## config.mk

```make
export PLATFORM = sky130hd
export DESIGN_NAME = tlic_core
export DESIGN_NICKNAME = d
export VERILOG_FILES = /design/src/tlic_pkg.sv /design/src/tlic_core.sv /design/src/tlic_pick.sv
export SDC_FILE = /design/constraint.sdc
export NUM_CORES = 1
export LEC_CHECK = 0
export ABC_AREA = 1
export ABC_CLOCK_PERIOD_IN_PS = 2180
export BUFFER_PORTS_ARGS = -buffer_cell sky130_fd_sc_hd__buf_2
export CAP_MARGIN = 25
export CORE_MARGIN = 10
export CORE_UTILIZATION = 52
export DETAILED_ROUTE_END_ITERATION = 10
export GPL_TIMING_DRIVEN = 0
export PLACE_DENSITY = 0.81
export RECOVER_POWER = 25
export SYNTH_ARGS = -nofsm -noshare
export SYNTH_HDL_FRONTEND = slang
export SYNTH_SLANG_ARGS = --single-unit
```

## constraint.sdc

```tcl
create_clock -name pclk -period 2.18 [get_ports pclk]
set_input_delay 0.327 -clock pclk [delete_from_list [all_inputs] [get_ports pclk]]
set_output_delay 0.327 -clock pclk [all_outputs]
set_load 0.02 [all_outputs]
```

## src/tlic_pkg.sv

```systemverilog
// package for the two-level interrupt controller: register map, field layouts, reset values,
// source numbering, vector table and the carrier types shared by the design files.
// assumes the apb slave decodes a 12-bit byte address with each register on one aligned word.
package tlic_pkg;
   // number of sources and width of a source index
   localparam int unsigned NUM_SRC = 12;
   localparam int unsigned SRC_W = 4;
   // printed register indices; the byte address is four times the index
   localparam logic [9:0] IDX_ENABLE_PRIMARY = 10'h0A8;
   localparam logic [9:0] IDX_ENABLE_SECONDARY = 10'h0A9;
   localparam logic [9:0] IDX_LEVEL_PRIMARY = 10'h0B8;
   localparam logic [9:0] IDX_LEVEL_SECONDARY = 10'h0B9;
   // extra registers: pending flags and controller status
   localparam logic [9:0] IDX_FLAGS = 10'h0C0;
   localparam logic [9:0] IDX_STATUS = 10'h0C1;
   // writable bit masks; reserved positions ignore writes and read as zero
   localparam logic [7:0] MASK_ENABLE_PRIMARY = 8'hFF;
   localparam logic [7:0] MASK_ENABLE_SECONDARY = 8'h2F;
   localparam logic [7:0] MASK_LEVEL_PRIMARY = 8'h7F;
   localparam logic [7:0] MASK_LEVEL_SECONDARY = 8'h2F;
   // reset values
   localparam logic [7:0] RST_ENABLE = 8'h00;
   localparam logic [7:0] RST_LEVEL = 8'h00;
   localparam logic [11:0] RST_FLAGS = 12'h000;
   // field positions
   localparam int unsigned BIT_GLOBAL_IRQ_ENABLE = 7;
   localparam int unsigned PRI_SRC_BITS = 7;
   localparam int unsigned SEC_CMP_BIT = 5;
   // source indices in query order
   localparam logic [3:0] SRC_EXT0 = 4'h0;
   localparam logic [3:0] SRC_TIMER0 = 4'h1;
   localparam logic [3:0] SRC_EXT1 = 4'h2;
   localparam logic [3:0] SRC_TIMER1 = 4'h3;
   localparam logic [3:0] SRC_COMPARATOR = 4'hB;
   // flags that hardware clears when the core takes the request
   localparam logic [11:0] HW_CLEAR_MASK = 12'h00F;
   // vector address = base + step * query number
   localparam logic [15:0] VECTOR_BASE = 16'h0003;
   localparam logic [15:0] VECTOR_STEP = 16'h0008;
   localparam logic [15:0] CMP_QUERY_NUM = 16'h000C;
   // status register field positions
   localparam int unsigned ST_ACT_HIGH = 0;
   localparam int unsigned ST_ACT_LOW = 1;
   localparam int unsigned ST_HOLD = 2;
   localparam int unsigned ST_LAST_SRC = 4;
   // one grant to the core
   typedef struct packed {
      logic take;
      logic high;
      logic [3:0] src;
      logic [15:0] vector;
   } tlic_grant_type;
   // apb answer
   typedef struct packed {
      logic ready;
      logic slverr;
      logic [31:0] rdata;
   } tlic_apb_rsp_type;
endpackage : tlic_pkg

```

## src/tlic_core.sv

```systemverilog
// two-level interrupt controller: enables, levels, pending flags, arbitration, nesting,
// and the grant / return handshake with the cpu core.
// assumes request pulses and core strobes are synchronous to pclk; registers sit behind apb.
`timescale 1ns/10ps
// Summary of operation
// - two levels, each source programmable
// - high request preempts active low routine
// - no preemption by equal or lower level
// - same level: smallest query number wins
// - grant: core pushes pc, loads vector
// - return pops pc, ends active level
// - equal-level request stays pending until later
// - one instruction after return before grant
// - global enable bit 7 masks everything
// - primary enable register source bit layout
// - primary level register bit layout
// - secondary enable register bit layout
// - secondary level register bit layout
// - secondary level bit: one means high
// - fixed vector per query number
// - timer0/1, ext0/1 flags cleared on grant
module tlic_core
(
   // clock, reset, enable
   input wire logic pclk,
   input wire logic presetn,
   input wire logic clk_en,
   // apb slave
   input wire logic psel,
   input wire logic penable,
   input wire logic pwrite,
   input wire logic [11:0] paddr,
   input wire logic [31:0] pwdata,
   output logic [31:0] prdata,
   output logic pready,
   output logic pslverr,
   // request set pulses from peripherals, indexed in query order
   input wire logic [tlic_pkg::NUM_SRC-1:0] src_set,
   // cpu core handshake
   input wire logic instr_boundary,
   input wire logic return_from_interrupt,
   output logic irq_take,
   output logic irq_high,
   output logic [3:0] irq_src,
   output logic [15:0] irq_vector,
   // pending flags as seen by peripherals
   output logic [tlic_pkg::NUM_SRC-1:0] pending_flags
);
   // register state
   logic [7:0] en_pri_q, en_pri_d; // primary enable
   logic [7:0] en_sec_q, en_sec_d; // secondary enable
   logic [7:0] lv_pri_q, lv_pri_d; // primary level
   logic [7:0] lv_sec_q, lv_sec_d; // secondary level
   logic [tlic_pkg::NUM_SRC-1:0] flag_q, flag_d; // pending flags
   // nesting state
   logic act_high_q, act_high_d; // high routine running
   logic act_low_q, act_low_d; // low routine running
   logic hold_q, hold_d; // waiting one instruction after return
   logic [3:0] last_src_q, last_src_d; // last granted source
   // outputs
   tlic_pkg::tlic_grant_type grant_q, grant_d;
   tlic_pkg::tlic_apb_rsp_type rsp_q, rsp_d;
   // decode helpers
   logic [tlic_pkg::NUM_SRC-1:0] src_en; // per-source enables in query order
   logic [tlic_pkg::NUM_SRC-1:0] src_high; // per-source level in query order
   logic [tlic_pkg::NUM_SRC-1:0] elig; // eligible requests
   logic [tlic_pkg::NUM_SRC-1:0] req_high; // eligible high requests
   logic [tlic_pkg::NUM_SRC-1:0] req_low; // eligible low requests
   logic hi_found, lo_found;
   logic [3:0] hi_idx, lo_idx;
   logic wr_acc, rd_acc; // apb access phase strobes
   logic [9:0] reg_idx; // word index of the access
   logic addr_ok; // mapped and aligned

   // vector address of a source from its query number
   function automatic logic [15:0] vector_of(input logic [3:0] src);
      logic [15:0] qnum;
      qnum = (src == tlic_pkg::SRC_COMPARATOR) ? tlic_pkg::CMP_QUERY_NUM : {12'h000, src};
      vector_of = 16'(tlic_pkg::VECTOR_BASE + tlic_pkg::VECTOR_STEP * qnum);
   endfunction : vector_of

   // true for an index this block maps
   function automatic logic is_mapped(input logic [9:0] idx);
      is_mapped = (idx == tlic_pkg::IDX_ENABLE_PRIMARY) || (idx == tlic_pkg::IDX_ENABLE_SECONDARY) ||
                  (idx == tlic_pkg::IDX_LEVEL_PRIMARY) || (idx == tlic_pkg::IDX_LEVEL_SECONDARY) ||
                  (idx == tlic_pkg::IDX_FLAGS) || (idx == tlic_pkg::IDX_STATUS);
   endfunction : is_mapped

   // gather register bits into query order; reserved positions are left out
   always_comb
   begin
      src_en = {en_sec_q[tlic_pkg::SEC_CMP_BIT], en_sec_q[3:0], en_pri_q[tlic_pkg::PRI_SRC_BITS-1:0]};
      src_high = {lv_sec_q[tlic_pkg::SEC_CMP_BIT], lv_sec_q[3:0], lv_pri_q[tlic_pkg::PRI_SRC_BITS-1:0]};
      elig = flag_q & src_en & {tlic_pkg::NUM_SRC{en_pri_q[tlic_pkg::BIT_GLOBAL_IRQ_ENABLE]}};
      req_high = elig & src_high;
      req_low = elig & ~src_high;
   end

   // pick the smallest query number at each level
   tlic_pick u_pick_high
   (
      .req(req_high),
      .found(hi_found),
      .idx(hi_idx)
   );
   tlic_pick u_pick_low
   (
      .req(req_low),
      .found(lo_found),
      .idx(lo_idx)
   );

   // apb decode
   always_comb
   begin
      reg_idx = paddr[11:2];
      addr_ok = is_mapped(reg_idx) && (paddr[1:0] == 2'b00);
      wr_acc = psel && penable && pwrite && rsp_q.ready;
      rd_acc = psel && penable && !pwrite && rsp_q.ready;
   end

   // next values of registers, flags, nesting state and grant
   always_comb
   begin
      en_pri_d = en_pri_q;
      en_sec_d = en_sec_q;
      lv_pri_d = lv_pri_q;
      lv_sec_d = lv_sec_q;
      act_high_d = act_high_q;
      act_low_d = act_low_q;
      hold_d = hold_q;
      last_src_d = last_src_q;
      grant_d = grant_q;
      grant_d.take = 1'b0;
      flag_d = flag_q;
      // software writes; reserved bits are masked off
      if (wr_acc && addr_ok)
      begin
         unique case (reg_idx)
            tlic_pkg::IDX_ENABLE_PRIMARY: en_pri_d = pwdata[7:0] & tlic_pkg::MASK_ENABLE_PRIMARY;
            tlic_pkg::IDX_ENABLE_SECONDARY: en_sec_d = pwdata[7:0] & tlic_pkg::MASK_ENABLE_SECONDARY;
            tlic_pkg::IDX_LEVEL_PRIMARY: lv_pri_d = pwdata[7:0] & tlic_pkg::MASK_LEVEL_PRIMARY;
            tlic_pkg::IDX_LEVEL_SECONDARY: lv_sec_d = pwdata[7:0] & tlic_pkg::MASK_LEVEL_SECONDARY;
            // write one to clear; hardware-cleared flags ignore software
            tlic_pkg::IDX_FLAGS: flag_d = flag_d & ~(pwdata[tlic_pkg::NUM_SRC-1:0] & ~tlic_pkg::HW_CLEAR_MASK);
            default: flag_d = flag_d; // status is read only
         endcase
      end
      if (return_from_interrupt)
      begin
         // the most recent routine is the high one when both are active
         if (act_high_q)
         begin
            act_high_d = 1'b0;
         end
         else
         begin
            act_low_d = 1'b0;
         end
         hold_d = 1'b1;
      end
      else if (instr_boundary && hold_q)
      begin
         // the returned-to program runs one instruction before any grant
         hold_d = 1'b0;
      end
      else if (instr_boundary && !act_high_q && hi_found)
      begin
         // high request: taken over idle or over an active low routine
         grant_d.take = 1'b1;
         grant_d.high = 1'b1;
         grant_d.src = hi_idx;
         grant_d.vector = vector_of(hi_idx);
         act_high_d = 1'b1;
         last_src_d = hi_idx;
         flag_d[hi_idx] = flag_d[hi_idx] & ~tlic_pkg::HW_CLEAR_MASK[hi_idx];
      end
      else if (instr_boundary && !act_high_q && !act_low_q && lo_found)
      begin
         // low request only when nothing is running; otherwise it stays pending
         grant_d.take = 1'b1;
         grant_d.high = 1'b0;
         grant_d.src = lo_idx;
         grant_d.vector = vector_of(lo_idx);
         act_low_d = 1'b1;
         last_src_d = lo_idx;
         flag_d[lo_idx] = flag_d[lo_idx] & ~tlic_pkg::HW_CLEAR_MASK[lo_idx];
      end
      // a new event wins over any clear in the same cycle
      flag_d = flag_d | src_set;
   end

   // apb answer: one wait-free access phase, error on unmapped words
   always_comb
   begin
      rsp_d = rsp_q;
      rsp_d.ready = psel && !penable;
      rsp_d.slverr = psel && !penable && !(is_mapped(paddr[11:2]) && (paddr[1:0] == 2'b00));
      if (psel && !penable && !pwrite)
      begin
         unique case (paddr[11:2])
            tlic_pkg::IDX_ENABLE_PRIMARY: rsp_d.rdata = {24'h000000, en_pri_q};
            tlic_pkg::IDX_ENABLE_SECONDARY: rsp_d.rdata = {24'h000000, en_sec_q};
            tlic_pkg::IDX_LEVEL_PRIMARY: rsp_d.rdata = {24'h000000, lv_pri_q};
            tlic_pkg::IDX_LEVEL_SECONDARY: rsp_d.rdata = {24'h000000, lv_sec_q};
            tlic_pkg::IDX_FLAGS: rsp_d.rdata = {20'h00000, flag_q};
            tlic_pkg::IDX_STATUS: rsp_d.rdata = {24'h000000, last_src_q, 1'b0, hold_q, act_low_q, act_high_q};
            default: rsp_d.rdata = 32'h00000000;
         endcase
      end
      else if (rd_acc)
      begin
         // data held through the access phase, then dropped
         rsp_d.rdata = rsp_q.rdata;
      end
      else
      begin
         rsp_d.rdata = 32'h00000000;
      end
   end

   // register all state; clock enable low freezes everything
   always_ff @(posedge pclk or negedge presetn)
   begin
      if (!presetn)
      begin
         en_pri_q <= tlic_pkg::RST_ENABLE;
         en_sec_q <= tlic_pkg::RST_ENABLE;
         lv_pri_q <= tlic_pkg::RST_LEVEL;
         lv_sec_q <= tlic_pkg::RST_LEVEL;
         flag_q <= tlic_pkg::RST_FLAGS;
         act_high_q <= 1'b0;
         act_low_q <= 1'b0;
         hold_q <= 1'b0;
         last_src_q <= 4'h0;
         grant_q <= '0;
         rsp_q <= '0;
      end
      else if (clk_en)
      begin
         en_pri_q <= en_pri_d;
         en_sec_q <= en_sec_d;
         lv_pri_q <= lv_pri_d;
         lv_sec_q <= lv_sec_d;
         flag_q <= flag_d;
         act_high_q <= act_high_d;
         act_low_q <= act_low_d;
         hold_q <= hold_d;
         last_src_q <= last_src_d;
         grant_q <= grant_d;
         rsp_q <= rsp_d;
      end
   end

   // outputs straight from flip-flops
   assign prdata = rsp_q.rdata;
   assign pready = rsp_q.ready;
   assign pslverr = rsp_q.slverr;
   assign irq_take = grant_q.take;
   assign irq_high = grant_q.high;
   assign irq_src = grant_q.src;
   assign irq_vector = grant_q.vector;
   assign pending_flags = flag_q;
endmodule : tlic_core

```

## src/tlic_pick.sv

```systemverilog
// fixed-order picker for the interrupt controller: finds the lowest-numbered set request.
// assumes the caller has already masked requests by enable and level.
`timescale 1ns/10ps
module tlic_pick
(
   // requests in query order
   input wire logic [tlic_pkg::NUM_SRC-1:0] req,
   // winner
   output logic found,
   output logic [tlic_pkg::SRC_W-1:0] idx
);
   // scan from the top so the smallest index is left last
   always_comb
   begin
      found = 1'b0;
      idx = '0;
      for (int i = tlic_pkg::NUM_SRC - 1; i >= 0; i--)
      begin
         if (req[i])
         begin
            found = 1'b1;
            idx = tlic_pkg::SRC_W'(i);
         end
      end
   end
endmodule : tlic_pick

```

# --- Yosys cells after proc, flatten, opt, wreduce, memory -nomap -nowiden ---
# Memory sizes are Yosys's and may differ from the RTL's.
# Cells that the tools add are included.
op_classes:
  reduce_logical: 41
  magnitude_cmp: 4
  n_eq_ne: 12
  bitwise: 14
  n_addsub: 2
  muxes: 87
ops:
  columns: ["op", "count"]
  rows:
  - ["two-way mux 4 bit", 28]
  - ["two-way mux 22 bit", 4]
  - ["two-way mux 12 bit", 6]
  - ["case mux 12 bit (6 select lines)", 1]
  - ["two-way mux 32 bit", 2]
  - ["bitwise AND 12 bit", 5]
  - ["equality test 10 x 8 -> 1 bit (second input constant)", 6]
  - ["two-way mux 1 bit", 40]
  - ["bitwise mux 12 bit", 2]
  - ["inverter 12 bit", 2]
  - ["logical AND 1 bit", 17]
  - ["adder 2 x 7 -> 8 bit (first input constant)", 2]
  - ["AND reduction 3 bit", 5]
  - ["OR 12 bit", 1]
  - ["< comparator 4 x 5 -> 1 bit (second input constant)", 2]
  - ["binary-select mux 1 bit (select 4 bit)", 2]
  - ["demux 1 bit (select 4 bit)", 2]
  - ["equality test 4 bit (second input constant)", 2]
  - [">= comparator 4 x 1 -> 1 bit (second input constant)", 2]
  - ["nonzero test 2 bit", 4]
  - ["!= test 2 bit (second input constant)", 3]
  - ["zero test 1 bit", 5]
  - ["logical OR 1 bit", 5]
  - ["AND reduction 5 bit", 1]
  - ["other kinds (6)", 11]
totals:
  mem_bits_ro: 32
  out_inout_bits: 68
  elab_cells: 178
  register_bits: 100
  mem_count: 2
  input_bits: 64
mem_list:
  columns: ["memory", "depth", "width", "rd", "rd_clocked_by_memory_dff", "write_ports", "line", "text"]
  rows:
  - ["(name not given)", 16, 1, 1, 0, 0, "tlic_core.sv:187", "flag_d[lo_idx] = flag_d[lo_idx] & ~tlic_pkg::HW_CLEAR_MASK[lo_idx];"]
  - ["(name not given)", 16, 1, 1, 0, 0, "tlic_core.sv:176", "flag_d[hi_idx] = flag_d[hi_idx] & ~tlic_pkg::HW_CLEAR_MASK[hi_idx];"]

# --- Logic depth before layout (Yosys ltp) ---
# Gate-level depths: netlist of the first run.
depth:
  depth_word: 25
  ltp_mapped: 19
  mapped_depth_nobuf: 18

# --- Hierarchy ---
# A second synthesis of the first run with hierarchy kept.
hier_totals:
  hier_cells: 627
  hier_area_um2: 4384.2
by_module_without_submodules:
  columns: ["module", "n_inst", "area_each_um2", "cells_each", "seq_area_each_um2"]
  rows:
  - ["tlic_core", 1, 4073.9, 557, 1726.7]
  - ["tlic_pick", 2, 155.1, 35, 0.0]

# --- Worst setup path before layout of the first run ---
# No wires, ideal clock.
synth_path:
  path_type: "reg-to-reg"
  startpoint: "register flag_q, in the netlist pending_flags[4]"
  endpoint: "register grant_q, in the netlist irq_vector[5]"
  path_buffers: 1
  synth_period_minus_slack_ns: 1.844
  path_slack_ns: 0.336
  stages_incl_launch_ff: 14
  setup_ns: 0.113
  t_arrival_ns: 1.731
  path_cell_list: "dfrtp_1 nand3_2 nor2_1 nor2_2 nand2_1 nor2_2 nand2_2 nand2_2 clkinv_2 buf_6 a211oi_4 nand3_1 nand2_1 inv_1"
synth_between:
  elab_chain_cells: 13
  word_cells_on_any_way: 36
  classes_between: "add/sub (2); eq/ne (2); mux (24); bitwise (4); reduce/logical (4)"
synth_rtl:
  columns: ["item", "line", "text"]
  rows:
  - ["start, declared", "tlic_core.sv:54", "logic [tlic_pkg::NUM_SRC-1:0] flag_q, flag_d;"]
  - ["start signal, assigned", "tlic_core.sv:231", "flag_q <= tlic_pkg::RST_FLAGS;"]
  - ["start signal, assigned", "tlic_core.sv:245", "flag_q <= flag_d;"]
  - ["bitwise AND 12 bit (*) (2 in series)", "tlic_core.sv:94", "elig = flag_q & src_en & {tlic_pkg::NUM_SRC{en_pri_q[tlic_pkg::BIT_GLOBAL_IRQ_ENABLE]}};"]
  - ["bitwise AND 12 bit", "tlic_core.sv:96", "req_low = elig & ~src_high;"]
  - ["two-way mux 4 bit (5 in series)", "tlic_pick.sv:19", "if (req[i])"]
  - ["equality test 4 bit", "tlic_core.sv:78", "qnum = (src == tlic_pkg::SRC_COMPARATOR) ? tlic_pkg::CMP_QUERY_NUM : {12'h000, src};"]
  - ["two-way mux 4 bit", "tlic_core.sv:78", null]
  - ["adder 2 x 7 -> 8 bit", "tlic_core.sv:79", "vector_of = 16'(tlic_pkg::VECTOR_BASE + tlic_pkg::VECTOR_STEP * qnum);"]
  - ["two-way mux 22 bit", "tlic_core.sv:178", "else if (instr_boundary && !act_high_q && !act_low_q && lo_found)"]
  - ["two-way mux 22 bit", "tlic_core.sv:167", "else if (instr_boundary && !act_high_q && hi_found)"]
  - ["end signal, assigned", "tlic_core.sv:250", "grant_q <= grant_d;"]
  - ["end, declared", "tlic_core.sv:61", "tlic_pkg::tlic_grant_type grant_q, grant_d;"]
# Every way passes the cells marked *; elsewhere a longest branch is shown, timed or not. The select of a mux whose other input is x is not followed.
# A chain may end at the register's enable or synchronous reset.

# --- Worst setup path after layout of the first run ---
layout_path:
  startpoint: "register en_pri_q[7]"
  endpoint: "register grant_q, in the netlist irq_vector[1]"
layout_between:
  elab_chain_cells: 17
  word_cells_on_any_way: 32
  classes_between: "mux (25); bitwise (3); reduce/logical (4)"
layout_rtl:
  columns: ["item", "line", "text"]
  rows:
  - ["start, declared", "tlic_core.sv:50", "logic [7:0] en_pri_q, en_pri_d;"]
  - ["start signal, assigned", "tlic_core.sv:227", "en_pri_q <= tlic_pkg::RST_ENABLE;"]
  - ["start signal, assigned", "tlic_core.sv:241", "en_pri_q <= en_pri_d;"]
  - ["bitwise AND 12 bit (*)", "tlic_core.sv:94", null]
  - ["bitwise AND 12 bit (on tied branches)", "tlic_core.sv:95, tlic_core.sv:96", null]
  - ["two-way mux 1 bit (12 in series)", "tlic_pick.sv:19", null]
  - ["logical AND 1 bit (on tied branches)", "tlic_core.sv:167, tlic_core.sv:178", null]
  - ["nonzero test 2 bit (no line)", null, null]
  - ["AND reduction 4 bit (no line)", null, null]
# Every way passes the cells marked *; elsewhere a longest branch is shown, timed or not.

==> results of run 1 <==
-- worst paths after layout --
kind | startpoint | slack, ps | cells after the start | to
worst max-delay path | en_pri_q[7] | 110 | 13 | irq_vector[1]
worst min-delay path | src_set[0] | 170 | 3 | pending_flags[0]
worst max register to register | en_pri_q[7] | 110 | 13 | irq_vector[1]
worst min register to register | irq_high | 470 | 2 | irq_high
max in group asynchronous | presetn | 730 | 1 | prdata[3]
min in group asynchronous | presetn | 410 | 1 | en_sec_q[5]
-- worst max-delay path, stage by stage (launching register included) --
cell and delay, ps:
dfrtp_1 380, buf_6 150, buf_6 140, nand4_1 110, and2_4 170, nand2_2 60
nor2_4 130, nand2_2 60, nand2_2 70, clkinv_2 90, nand2_4 110, nand2_4 80
buf_2 180, or2_1 220
-- routing by layer --
| layer | wire, um | up-vias | track usage | part of all wire |
|---|---|---|---|---|
| met3 | 1184 | 35 | 0.05605 | 0.094 |
| met4 | 330 | 0 | 0.09228 | 0.026 |
| li1 | - | 1987 | - | - |
| met5 | 0 | - | 0 | 0 |
| met1 | 4824 | 1883 | 0.2398 | 0.38 |
| met2 | 6195 | 167 | 0.3590 | 0.49 |
-- state kept, by name, summed over array words and instances, names as in the netlist, 4 cells and up --
name,count
lv_pri_q,7
en_sec_q,5
pending_flags,12
lv_sec_q,5
en_pri_q,8
prdata,12
last_src_q,4
irq_vector,5
irq_src,4
-- final cells by class --
class,count,share of cell area
buffer,42,0.05993
clock inverter,3,0.007990
inverter,70,0.05368
tap,102,0.02547
clock buffer,10,0.02547
timing repair buffer,82,0.08240
sequential,69,0.3446
multi-input combinational,409,0.4005
-- through the flow --
stage	util	hold WS (ps)
after detailed placement	0.6174	457.5
after floorplan	-	31.41
final	0.6485	166.9
after CTS	0.6391	122.5
after global placement	0.6171	450.6
after global routing	0.6485	185.8
-- cells in the mapped netlist, types with 2 or more instances --
cell	n
nand2_1	165
dfrtp_1	69
inv_1	63
o21ai_0	59
nor2_1	46
buf_4	31
nand3_1	22
nand4_1	14
nor2_2	8
a21oi_1	7
o21ai_1	7
nand2_2	6
clkbuf_1	5
nor3_1	5
nand3_2	4
o21a_1	4
buf_2	3
buf_6	3
inv_2	3
nand2_4	3
nor3_2	3
o22ai_1	3
a221oi_1	2
clkinv_2	2
o211ai_1	2
o21ai_2	2
o221ai_1	2
o2bb2ai_1	2
-- layout by cell type (no fill, tap or decap), types with 4 or more instances in the layout --
cell type	instances
nand2_1	157
o21ai_2	4
o21a_1	4
inv_1	63
a21oi_1	7
conb_1	30
nand2_2	14
nor2_1	39
o21ai_1	7
clkbuf_8	9
nand4_1	14
nor2_2	12
nand3_1	21
clkbuf_1	6
nand3_2	5
o21ai_0	57
nor3_1	5
dfrtp_1	69
buf_4	32
buf_2	83
-- logic make-up after synthesis --
kind of cell,synth area share
buffers and inverters,0.1377
other,0.0009088
AOI/OAI and AO/OA,0.1380
DFF,0.4184
and+or+nand+nor,0.3050
-- timing repair --
| item | 4_1_cts | 5_1_grt |
|---|---|---|
| buffers inserted | 0 | 1 |
| gates resized for setup | 0 | 25 |
| endpoints found under the hold margin | 0 | 0 |
| endpoints found under the setup margin | 0 | 37 |
-- report_power, final --
group | leakage [uW] | switching (uW) | internal [uW] | total [uW]
clock | 0.0000878 | 466 | 506 | 972
sequential | 0.000861 | 28.5 | 1300 | 1330
combinational | 0.00175 | 192 | 103 | 294
==> metrics.yaml, run 1 <==
status: "complete, but fails checks"
violations: "capacitance limit, slew limit"
syn_inst: 561
nets: 747
routed_via_density: 5.174
cp_data_arrival_time_ps: 2310
initial_core_util: 0.5340
cts-hold-fix-buffers: 0
period_needed_ps: 2068
port_buffers: 81
firstDrtPassIters: 5
gp_congestion: 0.9215
clk_latency_ps: 360
regArea_um2: 1727
h-tree-depth: 3
hold_path.class: "primary input to flip-flop"
cts_buffers: 9
synthArstFlopShare: 1.000
multi_input_area_um2: 2007
yosys.area.top_type: "dfrtp_1"
finalSetupViolations: 0
worst_setup_path_end_kind: "flip-flop"
worstSetupPathType: "flip-flop to flip-flop"
cts_tree: "built"
first_global_vias: 4006
syn2layout_area_growth_pct: 21.44
startpoint_type: "flip-flop"
drv_cap: 1
synth-seq-area-share: 0.4184
ys_seq_elements: 69
total_leakage_power_uw: 0.002697
layout.cells.non_filler: 787
finalClockSkew_ps: 13.61
total_power_uw: 2595
final-hold-violation-count: 0
synth_top_cell_area_share: 0.4184
final.setup.tns_ps: 0
nFillCells: 747
diodes: 0
die_h_um: 109.1
finalCritPeriodShare: 0.9484
placed_cells: 773
cts.sinks: 69
rows: 32
tightest_slew_ps: 1720
avgSynthCellArea_um2: 7.356
wl_per_cell_um: 15.93
cts_root_buf: "clkbuf_8"
required_ps: 2420
coreArea_um2: 7727
clock_path_buffers: 2
synth.yosys.warnings: 0
grt.total_usage: 0.2094
max-vdd-ir-drop_v: 0.0002666
slew_viol_final: 70
placed_area_um2: 4771
synth-main-ff-cell: "dfrtp_1"
die-area_um2: 11900
antenna_found_initial: 0
fin_area_um2: 5011
drcViolationCount: 0
drive_gt1_frac: 0.2701
die-width_um: 109.1
rsz0062_at_grt: "true"
ant_nets: 0
ys_types: 44
ys_top_cells_by_area: "dfrtp_1 42%, nand2_1 15%, o21ai_0 7.2%"
grt_max_degree: 70
p_per_area_nw_per_um2: 517.9
dpl_worst_slack_ps: -213.5
fmax_mhz: 483.7
syn_area_um2: 4126
grt_pass1_wl_um: 19690
vias: 4072
drtIter0Drc: 232
grt_overflow: 0
hpwl_um: 9828
path_clk_slew_ps: 80
critPathMaxFanout: 10
fin_ws_ps: 112.4
slew_headroom: -0.1466
wl_um: 12540
ioPinCount: 132
synth_edf_count: 0
Note: power is estimated with default switching activity, not from simulation.
==> inputs of run 2 (changes only) <==
--- a/config.mk
+++ b/config.mk
@@ -9,7 +9,6 @@
 export ABC_CLOCK_PERIOD_IN_PS = 2180
 export BUFFER_PORTS_ARGS = -buffer_cell sky130_fd_sc_hd__buf_2
 export CAP_MARGIN = 25
-export CORE_MARGIN = 10
 export CORE_UTILIZATION = 52
 export DETAILED_ROUTE_END_ITERATION = 10
 export GPL_TIMING_DRIVEN = 0
==> metrics.yaml, run 2 (same netlist as run 1, synthesis figures left out) <==
tightest_slew_ps: 1676  # was 1720 ps
finalSetupViolations: 1  # was 0
crit_buf_inv: 6  # was 4
status: "complete, but fails checks"  # unchanged
cpPeakStageDelay_ps: 380  # about the same
port_buffers: 81  # unchanged
fmax_mhz: 454.4  # was 483.7 MHz
die-area_um2: 8296  # was 11900 um^2
startpoint_type: "flip-flop"  # unchanged
grt_pass1_wl_um: 18960  # was 19690 um
final_util: 0.6880  # was 0.6485
ioPinCount: 132  # unchanged
slew_viol_final: 70  # unchanged
die-width_um: 91.08  # was 109.1 um
finalClockSkew_ps: 11.12  # was 13.61 ps
required_ps: 2430  # was 2420 ps
critPathMaxFanout: 8  # was 10
rsz0062_at_grt: "true"  # unchanged
cts.sinks: 69  # unchanged
fin_area_um2: 5289  # was 5011 um^2
gp_congestion: 0.9649  # was 0.9215
critPathSlowestCell: "dfrtp_1"  # unchanged
first_global_vias: 3874  # was 4006
crit_family: "simple AND/OR/NAND/NOR gates"  # unchanged
path_cells: "buf_6, buf_8, buf_6, nand4_1, and2_4, nand2_4, nor2_2, nand2_2, nand2_2, inv_4, nand2_4, nand2_8, inv_8, a211oi_4, nand3_1, nand2_1, inv_1"  # was buf_6, buf_6, nand4_1, and2_4, nand2_2, nor2_4, nand2_2, nand2_2, clkinv_2, nand2_4, nand2_4, buf_2, or2_1
worstSetupPathType: "flip-flop to flip-flop"  # unchanged
slew_headroom: -0.1172  # was -0.1466
period_needed_ps: 2201  # was 2068 ps
clock_path_buffers: 2  # unchanged
drcViolationCount: 1  # was 0
syn2layout_area_growth_pct: 28.17  # was 21.44%
total_leakage_power_uw: 0.002783  # was 0.002697 uW
drtIter0Drc: 240  # was 232
hpwl_um: 8848  # was 9828 um
fin_ws_ps: -20.60  # was 112.4 ps
cp_data_arrival_time_ps: 2460  # was 2310 ps
drive_gt1_frac: 0.3153  # was 0.2701
initial_core_util: 0.5368  # was 0.5340
layout_commonest_cell: "nand2_1"  # unchanged
grt_overflow: 0  # unchanged
clk_latency_ps: 360  # about the same
hold_path.class: "primary input to flip-flop"  # unchanged
final-hold-violation-count: 0  # unchanged
worst_setup_path_end_kind: "flip-flop"  # unchanged
h-tree-depth: 3  # unchanged
cts_root_buf: "clkbuf_8"  # unchanged
dpl_worst_slack_ps: -171.6  # was -213.5 ps
placed_cells: 773  # unchanged
max-vdd-ir-drop_v: 0.0004684  # was 0.0002666 V
nets: 760  # was 747
violations: "DRC, capacitance limit, slew limit, setup timing"  # was capacitance limit, slew limit
rows: 32  # unchanged
grt_max_degree: 70  # unchanged
wl_per_cell_um: 15.18  # was 15.93 um
p_per_area_nw_per_um2: 531.0  # was 517.9 nW/um^2
firstDrtPassIters: 7  # was 5
finalCritPeriodShare: 1.009  # was 0.9484
wl_um: 12190  # was 12540 um
drv_cap: 1  # unchanged
cts_buffers: 9  # unchanged
path_clk_slew_ps: 80  # about the same
diodes: 0  # unchanged
placed_area_um2: 4771  # unchanged
layout.cells.non_filler: 803  # was 787
cts_tree: "built"  # unchanged
grt.total_usage: 0.2942  # was 0.2094
vias: 4205  # was 4072
nFillCells: 656  # was 747
routed_via_density: 5.237  # was 5.174
final_cell_mix: "153 x nand2_1, 83 x buf_2, 69 x dfrtp_1, 63 x inv_1, 57 x o21ai_0"  # was 157 x nand2_1, 83 x buf_2, 69 x dfrtp_1, 63 x inv_1, 57 x o21ai_0
die_h_um: 91.08  # was 109.1 um
antenna_found_initial: 0  # unchanged
coreArea_um2: 7687  # was 7727 um^2
ant_nets: 0  # unchanged
run 2: path summary, 6_finish.rpt:
check                               from               end  slack [ps]  depth (start not counted)
setup / recovery             en_pri_q[7]     irq_vector[5]         -20                         17
hold / removal                src_set[0]  pending_flags[0]         160                          3
setup reg to reg             en_pri_q[7]     irq_vector[5]         -20                         17
hold reg to reg            irq_vector[6]     irq_vector[6]         470                          2
max in group asynchronous        presetn       en_sec_q[2]         790                          1
min in group asynchronous        presetn     irq_vector[3]         410                          1
run 2: final cells by class:
class,instances,area (um^2),share of cell area
Inverter,70,277.8,0.05252
Clock inverter,6,86.33,0.01632
Multi-Input combinational cell,409,2111,0.3991
Timing Repair Buffer,95,518.0,0.09794
Sequential cell,69,1727,0.3265
Clock buffer,10,137.6,0.02602
Tap cell,102,127.6,0.02413
Buffer,42,304.0,0.05749
run 2: stage by stage:
stage	power (uW)	hold slack, ps	TNS (ps)
after CTS	2802	103.9	0
after floorplan	1518	31.41	0
after detailed placement	1640	455.6	-3457
final	2808	162.8	-20.60
after global routing	2889	174.4	-662.2
after global placement	1631	449.3	-1846
run 2: layer usage:
layer,vias up,wire length [um],global-route usage
met5,-,0,0
met4,0,286,0.1190
met3,24,903,0.06365
met2,178,5858,0.4773
met1,1978,5143,0.3829
li1,2025,-,-
run 2: tightest hold or removal path, delay by kind of cell:
kind / cells / cell delay, ps
buffers and inverters: 1 / 70
AND/OR/NAND/NOR: 2 / 90
run 2: where the power goes:
| group | switching, uW | internal, uW | total [uW] |
|---|---|---|---|
| clock network | 515 | 673 | 1190 |
| logic | 188 | 103 | 291 |
| registers | 30.1 | 1300 | 1330 |
| total | 733 | 2080 | 2810 |
run 2: repair_timing:
| item | in CTS | in global routing |
|---|---|---|
| setup buffers | 0 | 13 |
| gates cloned | 0 | 1 |
| setup endpoints to repair | 1 | 33 |
| pin swaps | 0 | 23 |
| resized for setup | 3 | 60 |
| hold buffers | 0 | 0 |
==> inputs of run 3 (changes only) <==
--- a/config.mk
+++ b/config.mk
@@ -6,13 +6,13 @@
 export NUM_CORES = 1
 export LEC_CHECK = 0
 export ABC_AREA = 1
-export ABC_CLOCK_PERIOD_IN_PS = 2180
+export ABC_CLOCK_PERIOD_IN_PS = 1840
 export BUFFER_PORTS_ARGS = -buffer_cell sky130_fd_sc_hd__buf_2
 export CAP_MARGIN = 25
-export CORE_UTILIZATION = 52
+export CORE_UTILIZATION = 47
 export DETAILED_ROUTE_END_ITERATION = 10
 export GPL_TIMING_DRIVEN = 0
-export PLACE_DENSITY = 0.81
+export PLACE_DENSITY = 0.78
 export RECOVER_POWER = 25
 export SYNTH_ARGS = -nofsm -noshare
 export SYNTH_HDL_FRONTEND = slang
==> constraint.sdc (replaced) <==
create_clock -name pclk -period 1.84 [get_ports pclk]
set_input_delay 0.276 -clock pclk [delete_from_list [all_inputs] [get_ports pclk]]
set_output_delay 0.276 -clock pclk [all_outputs]
set_load 0.02 [all_outputs]
==> metrics.yaml, run 3 (same netlist as run 1, synthesis figures left out) <==
status: "complete, but fails checks"  # unchanged
violations: "capacitance limit, slew limit, setup timing"  # was DRC, capacitance limit, slew limit, setup timing
startpoint_type: "flip-flop"  # unchanged
first_global_vias: 4124  # was 3874
port_buffers: 81  # unchanged
cts_tree: "built"  # unchanged
tightest_slew_ps: 1707  # was 1676 ps
die-width_um: 95.70  # was 91.08 um
wl_um: 12290  # was 12190 um
cts-hold-fix-buffers: 0  # unchanged
final_cell_mix: "145 x nand2_1, 81 x buf_2, 68 x dfrtp_1, 61 x inv_1, 52 x o21ai_0"  # was 153 x nand2_1, 83 x buf_2, 69 x dfrtp_1, 63 x inv_1, 57 x o21ai_0
coreArea_um2: 8341  # was 7687 um^2
routed_via_density: 5.235  # was 5.237
initial_core_util: 0.4947  # was 0.5368
clock_path_buffers: 2  # unchanged
ant_nets: 0  # unchanged
nets: 765  # was 760
drive_gt1_frac: 0.3461  # was 0.3153
firstDrtPassIters: 5  # was 7
dpl_worst_slack_ps: -491.1  # was -171.6 ps
finalClockSkew_ps: 12.52  # was 11.12 ps
worstSetupPathType: "flip-flop to flip-flop"  # unchanged
syn2layout_area_growth_pct: 31.32  # was 28.17%
hold_end: "pending_flags[3]"  # was pending_flags[0]
grt.total_usage: 0.2883  # was 0.2942
grt_overflow: 0  # unchanged
hold_path.class: "primary input to flip-flop"  # unchanged
diodes: 0  # unchanged
final.setup.tns_ps: -3527  # was -20.60 ps
reg2reg_setup_slack_ps: -240  # was -20 ps
fin_ws_ps: -235.5  # was -20.60 ps
fmax_mhz: 481.8  # was 454.4 MHz
path_clk_slew_ps: 80  # about the same
max-vdd-ir-drop_v: 0.0004057  # was 0.0004684 V
vias: 4240  # was 4205
cts_buffers: 9  # unchanged
grt_pass1_wl_um: 19670  # was 18960 um
grt_max_degree: 70  # unchanged
total_leakage_power_uw: 0.002832  # was 0.002783 uW
wl_per_cell_um: 15.17  # was 15.18 um
antenna_found_initial: 1  # was 0
hold_path_startpoint: "src_set[3]"  # was src_set[0]
clk_latency_ps: 350  # was 360 ps
slew_viol_final: 70  # unchanged
drv_cap: 1  # unchanged
drcViolationCount: 0  # was 1
period_needed_ps: 2075  # was 2201 ps
hpwl_um: 8889  # was 8848 um
die_h_um: 95.70  # was 91.08 um
h-tree-depth: 3  # unchanged
p_per_area_nw_per_um2: 557.7  # was 531.0 nW/um^2
rsz0062_at_grt: "true"  # unchanged
cp_data_arrival_time_ps: 2330  # was 2460 ps
ff2ff_path_depth: 14  # was 17
ioPinCount: 132  # unchanged
finalSetupViolations: 27  # was 1
reg2reg_to: "irq_vector[5]"  # unchanged
critPathMaxFanout: 6  # was 8
die-area_um2: 9158  # was 8296 um^2
gp_congestion: 0.8987  # was 0.9649
layout_commonest_cell: "nand2_1"  # unchanged
required_ps: 2090  # was 2430 ps
slew_headroom: -0.1380  # was -0.1172
final-hold-violation-count: 0  # unchanged
rr_startpoint: "en_pri_q[7]"  # unchanged
drtIter0Drc: 329  # was 240
finalCritPeriodShare: 1.128  # was 1.009
final_util: 0.6497  # was 0.6880
cts.sinks: 69  # unchanged
rows: 33  # was 32
worst_setup_path_end_kind: "flip-flop"  # unchanged
whs_ps: 115.5  # was 162.8 ps
hold_path_depth: 3  # unchanged
cts_root_buf: "clkbuf_8"  # unchanged
## run 3: timing repair
action | CTS | global route
setup endpoints to repair | 47 | 53
gates resized for setup | 52 | 42
buffers inserted | 16 | 2
pin swaps | 32 | 23
gates cloned | 2 | 0
## run 3: critical path, cell delays in order (launching register included)
cell and delay [ps]:
dfrtp_1 410, buf_6 170, buf_8 130, nand4_1 100, and2_4 180, nand2_4 50, nor2_4 130, nand2_2 90
nand2_4 90, clkinv_4 70, nand2_8 90, nand2_8 80, or2_2 270, nand2_1 70, inv_1 30
## run 3: how the worst max path moves through the flow
stage	end	slack [ps]	cells after the start	from
floorplan	irq_vector[5]	9	13	pending_flags[6]
global placement	prdata[2]	-430	9	paddr[3]
detailed placement	lv_pri_q[0]	-490	10	paddr[3]
CTS	irq_vector[5]	-150	16	en_pri_q[7]
global route	pending_flags[1]	-340	16	en_pri_q[7]
finish	irq_vector[5]	-240	14	en_pri_q[7]
## run 3: per-layer routing
| layer | vias up | global-route usage | routed length (um) |
|---|---|---|---|
| met3 | 33 | 0.08215 | 975 |
| met5 | - | 0 | 8 |
| met1 | 1979 | 0.3587 | 5148 |
| met2 | 190 | 0.4696 | 5779 |
| li1 | 2036 | - | - |
| met4 | 2 | 0.1206 | 373 |
## run 3: power by group
group	leakage (uW)	internal [uW]	switching, uW	total (uW)
Combinational	0.00188	123	223	345
Clock	0.0000877	509	593	1100
Sequential	0.000860	1540	34.4	1570
Total	0.00283	2170	850	3020
## run 3: through the flow
stage	std cells	area (um^2)	power (uW)
detailed placement	776	4776	1941
global placement	776	4773	1933
finish	810	5419	3022
floorplan	590	4237	1800
global route	810	5419	3151
CTS	808	5259	3022
## run 3: cell type report
| cell class | count | area [um^2] |
|---|---|---|
| multi-input cells | 409 | 2210 |
| flip-flops and latches | 69 | 1728 |
| inverters | 70 | 281.5 |
| clock inverters | 5 | 27.53 |
| repair buffers | 101 | 583.1 |
| fillers | 752 | 2922 |
| well taps | 105 | 131.4 |
| clock buffers | 10 | 137.6 |
| plain buffers | 41 | 320.3 |
